## src/baud_pkg.sv

```systemverilog
// Purpose: shared constants for the serial bit-rate generator
// Assumes: register index times four gives the byte address
// Notes: prescale figures are oscillator clocks per timer step
package baud_pkg;

  // register indices, byte address is four times these
  localparam logic [7:0] IDX_RX_CTRL = 8'h18;
  localparam logic [7:0] IDX_TX_CTRL = 8'h98;
  localparam logic [7:0] IDX_DIVISOR = 8'h99;
  localparam logic [7:0] IDX_RATE_STATUS = 8'h9A;

  // values after every reset
  localparam logic [7:0] TX_CTRL_RESET = 8'h02;
  localparam logic [7:0] RX_CTRL_RESET = 8'h00;
  localparam logic [7:0] DIVISOR_RESET = 8'h00;

  // writable bits; the rest are status or unimplemented
  localparam logic [7:0] TX_WRITE_MASK = 8'hF5;
  localparam logic [7:0] RX_WRITE_MASK = 8'hF0;

  // field positions
  localparam int TX_SYNC_BIT = 4;
  localparam int TX_HIGH_SPEED_BIT = 2;
  localparam int TX_SHIFT_EMPTY_BIT = 1;
  localparam int RX_FRAMING_BIT = 2;
  localparam int RX_OVERRUN_BIT = 1;
  localparam int RX_BIT9_BIT = 0;

  // prescale before the rate timer
  localparam logic [6:0] PRESCALE_ASYNC_LOW = 7'h40;
  localparam logic [6:0] PRESCALE_ASYNC_HIGH = 7'h10;
  localparam logic [6:0] PRESCALE_SYNC = 7'h04;

  // samples taken per bit for the vote
  localparam logic [1:0] VOTE_SAMPLES = 2'h3;

  typedef enum logic [1:0] {
    BUS_IDLE = 2'b01,
    BUS_ACK = 2'b10
  } bus_state_t;

endpackage : baud_pkg

```

## src/serial_baud_rate_generator.sv

```systemverilog
// Purpose: bit-rate generator with registers on a classic wishbone slave
// Assumes: 8-bit registers in byte lane 0 of a 32-bit bus
// Notes: one wait state per access; unmapped reads return zero
//
// Notes on behaviour
// async rate: osc over 64 or 16 times (divisor+1)
// sync rate: osc over 4 times (divisor+1)
// divisor takes 0 to 255, used directly
// writing divisor clears the timer at once
// receive pin sampled thrice, majority decides
// software may prefer high speed for accuracy
// resets load the documented control and divisor values
// divisor sets period of free-running 8-bit timer
// sync mode ignores high-speed select
// prescale then timer, tick on match, restart
`timescale 1ns/1ps
module serial_baud_rate_generator #(
  parameter int ADDR_W = 10
) (
  // clock and reset
  input wire logic mclk,
  input wire logic rst_b,

  // wishbone slave
  input wire logic wb_cyc_i,
  input wire logic wb_stb_i,
  input wire logic wb_we_i,
  input wire logic [ADDR_W-1:0] wb_adr_i,
  input wire logic [3:0] wb_sel_i,
  input wire logic [31:0] wb_dat_i,
  output logic [31:0] wb_dat_o,
  output logic wb_ack_o,

  // receive line
  input wire logic receive_data_pin,

  // status from the shift logic
  input wire logic shift_reg_empty,
  input wire logic framing_error,
  input wire logic overrun_error,
  input wire logic rx_bit9,

  // to the shift logic
  output logic bit_rate_tick,
  output logic rx_sample_level,
  output logic [7:0] transmit_control_status,
  output logic [7:0] receive_control_status,
  output logic [7:0] bit_rate_divisor
);

  // register index decode, shared by read and write paths
  function automatic logic hits(input logic [ADDR_W-1:0] adr, input logic [7:0] idx);
    hits = (adr[ADDR_W-1:2] == idx) && (adr[1:0] == 2'h0);
  endfunction : hits

  // bus slave state
  baud_pkg::bus_state_t bus_state;
  baud_pkg::bus_state_t next_bus_state;
  logic next_ack;
  logic [31:0] next_dat;

  // register state
  logic [7:0] next_tx;
  logic [7:0] next_rx;
  logic [7:0] next_div;

  // decode
  logic req;
  logic commit;
  logic wr_lane0;
  logic wr_tx;
  logic wr_rx;
  logic wr_div;

  // timer link
  logic [6:0] prescale;
  logic timer_tick;
  logic timer_sample;
  logic [7:0] timer_count;
  logic [5:0] timer_phase;
  logic mode_sync;
  logic mode_high;

  assign req = wb_cyc_i && wb_stb_i;
  // the write lands on the edge the master sees ack
  assign commit = req && (bus_state == baud_pkg::BUS_ACK);
  assign wr_lane0 = commit && wb_we_i && wb_sel_i[0];
  assign wr_tx = wr_lane0 && hits(wb_adr_i, baud_pkg::IDX_TX_CTRL);
  assign wr_rx = wr_lane0 && hits(wb_adr_i, baud_pkg::IDX_RX_CTRL);
  assign wr_div = wr_lane0 && hits(wb_adr_i, baud_pkg::IDX_DIVISOR);

  assign mode_sync = transmit_control_status[baud_pkg::TX_SYNC_BIT];
  assign mode_high = transmit_control_status[baud_pkg::TX_HIGH_SPEED_BIT];

  // prescale choice
  always_comb begin
    if (mode_sync) begin
      prescale = baud_pkg::PRESCALE_SYNC;
    end else if (mode_high) begin
      prescale = baud_pkg::PRESCALE_ASYNC_HIGH;
    end else begin
      prescale = baud_pkg::PRESCALE_ASYNC_LOW;
    end
  end

  // bus slave next state
  always_comb begin
    next_bus_state = bus_state;
    next_ack = 1'b0;
    next_dat = wb_dat_o;
    case (bus_state)
      baud_pkg::BUS_IDLE: begin
        if (req) begin
          next_bus_state = baud_pkg::BUS_ACK;
          next_ack = 1'b1;
          if (hits(wb_adr_i, baud_pkg::IDX_TX_CTRL)) begin
            next_dat = {24'h0000_00, transmit_control_status[7:2], shift_reg_empty,
                        transmit_control_status[0]};
          end else if (hits(wb_adr_i, baud_pkg::IDX_RX_CTRL)) begin
            next_dat = {24'h0000_00, receive_control_status};
          end else if (hits(wb_adr_i, baud_pkg::IDX_DIVISOR)) begin
            next_dat = {24'h0000_00, bit_rate_divisor};
          end else if (hits(wb_adr_i, baud_pkg::IDX_RATE_STATUS)) begin
            // live timer state, for software that wants to watch it run
            // 8 pad bits make exactly 32: level at bit 23, prescale at 20:14
            next_dat = {8'h00, rx_sample_level, mode_sync, mode_high, prescale, timer_phase,
                        timer_count};
          end else begin
            next_dat = 32'h0000_0000;
          end
        end
      end
      baud_pkg::BUS_ACK: begin
        // always one idle cycle after ack, so a held stb is not taken twice
        next_bus_state = baud_pkg::BUS_IDLE;
      end
      default: begin
        next_bus_state = baud_pkg::BUS_IDLE;
      end
    endcase
  end

  always_ff @(posedge mclk) begin
    if (!rst_b) begin
      bus_state <= baud_pkg::BUS_IDLE;
      wb_ack_o <= 1'b0;
      wb_dat_o <= 32'h0000_0000;
    end else begin
      bus_state <= next_bus_state;
      wb_ack_o <= next_ack;
      wb_dat_o <= next_dat;
    end
  end

  // register next values
  always_comb begin
    next_tx = transmit_control_status;
    next_rx = receive_control_status;
    next_div = bit_rate_divisor;
    if (wr_tx) begin
      next_tx = (wb_dat_i[7:0] & baud_pkg::TX_WRITE_MASK) |
                (transmit_control_status & ~baud_pkg::TX_WRITE_MASK);
    end
    next_tx[baud_pkg::TX_SHIFT_EMPTY_BIT] = shift_reg_empty;
    next_tx[3] = 1'b0;
    if (wr_rx) begin
      next_rx[7:4] = wb_dat_i[7:4];
    end
    next_rx[3] = 1'b0;
    next_rx[baud_pkg::RX_FRAMING_BIT] = framing_error;
    next_rx[baud_pkg::RX_OVERRUN_BIT] = overrun_error;
    next_rx[baud_pkg::RX_BIT9_BIT] = rx_bit9;
    if (wr_div) begin
      next_div = wb_dat_i[7:0];
    end
  end

  always_ff @(posedge mclk) begin
    if (!rst_b) begin
      transmit_control_status <= baud_pkg::TX_CTRL_RESET;
      receive_control_status <= baud_pkg::RX_CTRL_RESET;
      bit_rate_divisor <= baud_pkg::DIVISOR_RESET;
    end else begin
      transmit_control_status <= next_tx;
      receive_control_status <= next_rx;
      bit_rate_divisor <= next_div;
    end
  end

  // timer reads the stored divisor; the write cycle clears it
  rate_timer u_rate_timer (
    .mclk(mclk),
    .rst_b(rst_b),
    .clear(wr_div),
    .prescale(prescale),
    .divisor(bit_rate_divisor),
    .bit_tick(timer_tick),
    .sample_strobe(timer_sample),
    .count(timer_count),
    .phase(timer_phase)
  );

  majority_sampler u_majority_sampler (
    .mclk(mclk),
    .rst_b(rst_b),
    .clear(wr_div),
    .sample(timer_sample),
    .pin(receive_data_pin),
    .level(rx_sample_level)
  );

  assign bit_rate_tick = timer_tick;

endmodule : serial_baud_rate_generator

```

## src/rate_timer.sv

```systemverilog
// Purpose: prescaler plus free-running 8-bit rate timer
// Assumes: prescale is 4, 16 or 64
// Notes: clear restarts both stages at phase zero
`timescale 1ns/1ps
module rate_timer (
  // clock and reset
  input wire logic mclk,
  input wire logic rst_b,
  // control
  input wire logic clear,
  input wire logic [6:0] prescale,
  input wire logic [7:0] divisor,
  // results
  output logic bit_tick,
  output logic sample_strobe,
  output logic [7:0] count,
  output logic [5:0] phase
);

  logic [5:0] next_phase;
  logic [7:0] next_count;
  logic next_tick;
  logic next_sample;
  logic [5:0] last;
  logic [5:0] half;
  logic in_mid;

  always_comb begin
    last = prescale[5:0] - 6'h1;
    half = prescale[6:1];
    next_phase = phase;
    next_count = count;
    next_tick = 1'b0;
    in_mid = (count == {1'b0, divisor[7:1]});
    next_sample = in_mid && (phase == half - 6'h1 || phase == half || phase == half + 6'h1);
    if (clear) begin
      next_phase = 6'h0;
      next_count = 8'h0;
      next_sample = 1'b0;
    end else if (phase >= last) begin
      // >= guards a mode change that shrinks the prescale mid-count
      next_phase = 6'h0;
      if (count >= divisor) begin
        next_count = 8'h0;
        next_tick = 1'b1;
      end else begin
        next_count = count + 8'h1;
      end
    end else begin
      next_phase = phase + 6'h1;
    end
  end

  always_ff @(posedge mclk) begin
    if (!rst_b) begin
      phase <= 6'h0;
      count <= 8'h0;
      bit_tick <= 1'b0;
      sample_strobe <= 1'b0;
    end else begin
      phase <= next_phase;
      count <= next_count;
      bit_tick <= next_tick;
      sample_strobe <= next_sample;
    end
  end

endmodule : rate_timer

```

## src/majority_sampler.sv

```systemverilog
// Purpose: three-sample majority vote on the receive pin
// Assumes: pin already synchronous to mclk
// Notes: level idles high, as a quiet line does
`timescale 1ns/1ps
module majority_sampler (
  // clock and reset
  input wire logic mclk,
  input wire logic rst_b,
  // sampling
  input wire logic clear,
  input wire logic sample,
  input wire logic pin,
  // result
  output logic level
);

  logic [2:0] shots;
  logic [1:0] taken;
  logic [2:0] next_shots;
  logic [1:0] next_taken;
  logic next_level;

  always_comb begin
    next_shots = shots;
    next_taken = taken;
    next_level = level;
    if (clear) begin
      next_taken = 2'h0;
    end else if (sample) begin
      next_shots = {shots[1:0], pin};
      if (taken == baud_pkg::VOTE_SAMPLES - 2'h1) begin
        next_taken = 2'h0;
        next_level = (shots[1] & shots[0]) | (shots[1] & pin) | (shots[0] & pin);
      end else begin
        next_taken = taken + 2'h1;
      end
    end
  end

  always_ff @(posedge mclk) begin
    if (!rst_b) begin
      shots <= 3'h7;
      taken <= 2'h0;
      level <= 1'b1;
    end else begin
      shots <= next_shots;
      taken <= next_taken;
      level <= next_level;
    end
  end

endmodule : majority_sampler

```

## config.mk

```make
export PLATFORM = sky130hd
export DESIGN_NAME = serial_baud_rate_generator
export DESIGN_NICKNAME = d
export VERILOG_FILES = /design/src/baud_pkg.sv /design/src/serial_baud_rate_generator.sv /design/src/rate_timer.sv /design/src/majority_sampler.sv
export SDC_FILE = /design/constraint.sdc
export NUM_CORES = 1
export LEC_CHECK = 0
export BUFFER_PORTS_ARGS = -buffer_cell sky130_fd_sc_hd__buf_2
export CAP_MARGIN = 20
export CELL_PAD_IN_SITES_DETAIL_PLACEMENT = 0
export CELL_PAD_IN_SITES_GLOBAL_PLACEMENT = 2
export CORE_UTILIZATION = 28
export CTS_CLUSTER_DIAMETER = 50
export DETAILED_ROUTE_END_ITERATION = 6
export HOLD_SLACK_MARGIN = 0.1
export PLACE_DENSITY = 0.9
export SLEW_MARGIN = 20
export SYNTH_ARGS = -nofsm -noshare
export SYNTH_HDL_FRONTEND = slang
export SYNTH_SLANG_ARGS = --single-unit
```

## constraint.sdc

```tcl
create_clock -name mclk -period 2.3 [get_ports mclk]
set_input_delay 0.345 -clock mclk [delete_from_list [all_inputs] [get_ports mclk]]
set_output_delay 0.345 -clock mclk [all_outputs]
set_load 0.01 [all_outputs]
```

==> run summary <==
synth warn: 0
Max Clk Rate: 0.470 GHz
Crit Path Max Fanout: 8
port bufs: 73
Avg Inst Size Synth: 8.32 um^2
I/O pin count: 115
Wirelength per Cell: 14.4 um
GP Congestion: 0.828
Final Worst Setup Slack: 171 ps
asr flop ratio synth: 0%
clock sinks: 65
top cell type's share of synthesized area: 40.5%
nets: 544
Post-synth EDFFs: 0
Worst Clk Skew: 4.48 ps
routed vias: 2984
Avg Vias per Cell: 4.82
post-synthesis sequential area ratio: 40.5%
die width: 109 um
vias in the first global route: 2754
WP data arrival: 2370 ps
Util after Layout: 37.0%
DRT iter0 DRCs: 227
final setup vio count: 0
worst slack, placed: 136 ps
Worst slew margin: 65.1%
top cells by area, synth: dfxtp_1, nand2_1, ha_1
post-route clock period utilization: 92.6%
first-pass GRT wire length: 14100 um
Crit path required time: 2550 ps
worst-skew pair later-pin latency: 330 ps
num rows: 38
Pleak: 0.00185 uW
min Tclk post-route: 2130 ps
share of layout cells above drive strength 1: 24.0%
fin. max-slew vios: 0
VDD IR max: 0.000345 V
Synth Register Bits: 65
Clk network pwr share: 52.3%
grt total ovfl: 0
initial core utilization: 29.1%
Yosys cell types: 50
die area: 0.0119 mm^2
CTS root buf: clkbuf_16
Num CTS Buffers: 9
Core ar.: 0.0110 mm^2
CTS tree: yes
Reg clk slew, reported paths: 50 ps
PwrDens: 650 mW/mm^2
Syn-to-layout area delta: 27.1%
Die H: 109 um
final hold vios: 0
Layout Cells excl Fill: 619
initial antenna violation count: 0
ANT cells: 0
# Max-Cap Violations: 0
CP endpoint kind: register
area leader, netlist: dfxtp_1
Sw Share: 20.7%
combinational power share: 4.4%
largest net degree at the start of global routing: 21
status: finished clean
Synth Cell Area: 0.00321 mm^2
worst min path class: input pin to register
First-pass DRT Iterations: 4
total chip power: 2660 uW
drt drc: 0
Power Internal: 2110 uW
switching power: 548 uW
Worst Tran Pin Value: 524 ps
H-tree Lvls: 3
dpl cells: 603
Final HPWL DP: 6840 um
power share of the sequential group: 43.3%
fillers: 1149
CP startpoint kind: register
Total Routing Usage GR: 15.8%
Setup TNS: 0 ps
RSZ-0062 raised after global routing: no
Antenna Nets Post-Route: 0
Cells after Synth: 386
maximum clock path buffer count: 2
DRT Wirelength: 8910 um
Top FF cell, synth: dfxtp_1
WS Path Type: register to register
-- logic make-up (layout without fill, tap and decap cells) --
family / count (synthesis) / after routing / share of synthesized area (%)
xor gates and xnor gates: 11 / 11 / 3.00
buffers and inverters: 50 / 130 / 8.30
and+or+nand+nor: 156 / 156 / 24.3
DFF: 65 / 65 / 40.5
AOI/OAI and AO/OA: 79 / 79 / 15.2
muxes: 10 / 10 / 3.12
adders and majority gates: 14 / 14 / 5.45
other: 1 / 14 / 0.117
-- worst paths after layout --
kind / cells past startpoint / slack [ps] / from / endpoint
setup / recovery: 7 / 170 / transmit_control_status[4]$_SDFFE_PN0P_ / u_rate_timer.count[6]$_SDFFE_PP0P_
hold / removal: 2 / 220 / shift_reg_empty / transmit_control_status[1]$_SDFF_PN1_
setup reg to reg: 7 / 170 / transmit_control_status[4]$_SDFFE_PN0P_ / u_rate_timer.count[6]$_SDFFE_PP0P_
hold reg to reg: 2 / 450 / wb_dat_o[2]$_SDFFE_PN0P_ / wb_dat_o[2]$_SDFFE_PN0P_
-- layer usage --
metal / share of wire, % / track usage (%) / up-vias
met3: 6.4 / 3.95 / 14
met5: 0 / 0 / -
met1: 46 / 20.4 / 1368
li1: - / - / 1503
met4: 2.0 / 6.85 / 0
met2: 46 / 24.8 / 99
-- flip-flops by register name, indices dropped and copies added (netlist names) --
signal / flops
wb_ack_o: 1
u_majority_sampler.shots: 2
bit_rate_divisor: 8
u_rate_timer.bit_tick: 1
transmit_control_status: 7
u_rate_timer.sample_strobe: 1
u_rate_timer.phase: 6
u_rate_timer.count: 8
wb_dat_o: 19
u_majority_sampler.taken: 2
receive_control_status: 7
u_majority_sampler.level: 1
bus_state: 2
-- critical path, cell delays in order, from the launching register on --
cell,delay [ps]
dfxtp_1,380
or2_2,320
ha_1,300
nand2_1,50
a21oi_1,180
or2_0,450
nand3_1,150
a31oi_1,210
-- what timing repair did --
action | CTS | global route
setup buffers | 0 | 0
setup endpoints to repair | 0 | 7
gates resized for setup | 0 | 1
endpoints found under the hold margin | 0 | 0
hold buffers | 0 | 0
-- power by group through the flow --
stage               combinational, uW  clock (uW)  sequential [uW]
floorplan                        77.2           0             1170
global placement                  117           0             1170
detailed placement                118           0             1170
CTS                               118        1420             1150
global route                      133        1460             1150
finish                            118        1390             1150
-- cell usage in the layout, fill, tap and decap left out, types with 4 or more instances in the layout --
cell type / count
a21oi_1: 23
a22o_1: 8
a22oi_1: 6
a31oi_1: 5
and2_1: 9
and3_1: 4
buf_2: 73
buf_4: 22
clkbuf_16: 9
conb_1: 14
dfxtp_1: 65
ha_1: 14
inv_1: 19
mux2i_1: 10
nand2_1: 50
nand3_1: 17
nand4_1: 9
nor2_1: 32
nor3_1: 6
o21ai_0: 25
xnor2_1: 6
xor2_1: 5
-- final cells by class --
| type | instances | area (um^2) | share of cell area, % |
|---|---|---|---|
| tap | 140 | 175 | 4.29 |
| clock buffer | 14 | 274 | 6.71 |
| sequential | 65 | 1300 | 31.9 |
| clock inverter | 2 | 35.0 | 0.858 |
| timing repair buffer | 95 | 531 | 13.0 |
| multi-input combinational | 284 | 1700 | 41.5 |
| inverter | 19 | 71.3 | 1.75 |
-- stage by stage --
| step | instance area (um^2) | hold slack, ps |
|---|---|---|
| global placement | 3770 | 440 |
| detailed placement | 3770 | 446 |
| floorplan | 3260 | 441 |
| global route | 4080 | 216 |
| CTS | 4080 | 207 |
| finish | 4080 | 220 |
-- synth_stat cells, types with 6 or more instances --
library cell   n
clkbuf_1       8
o21ai_0       25
xnor2_1        6
ha_1          14
a22o_1         8
nor2_1        33
buf_2          6
dfxtp_1       65
nand4_1        9
nor3_1         6
inv_1         19
nand3_1       17
a22oi_1        6
nand2_1       50
mux2i_1       10
a21oi_1       23
and2_1         9
buf_4         15
Power figures use the tool's default switching activity.
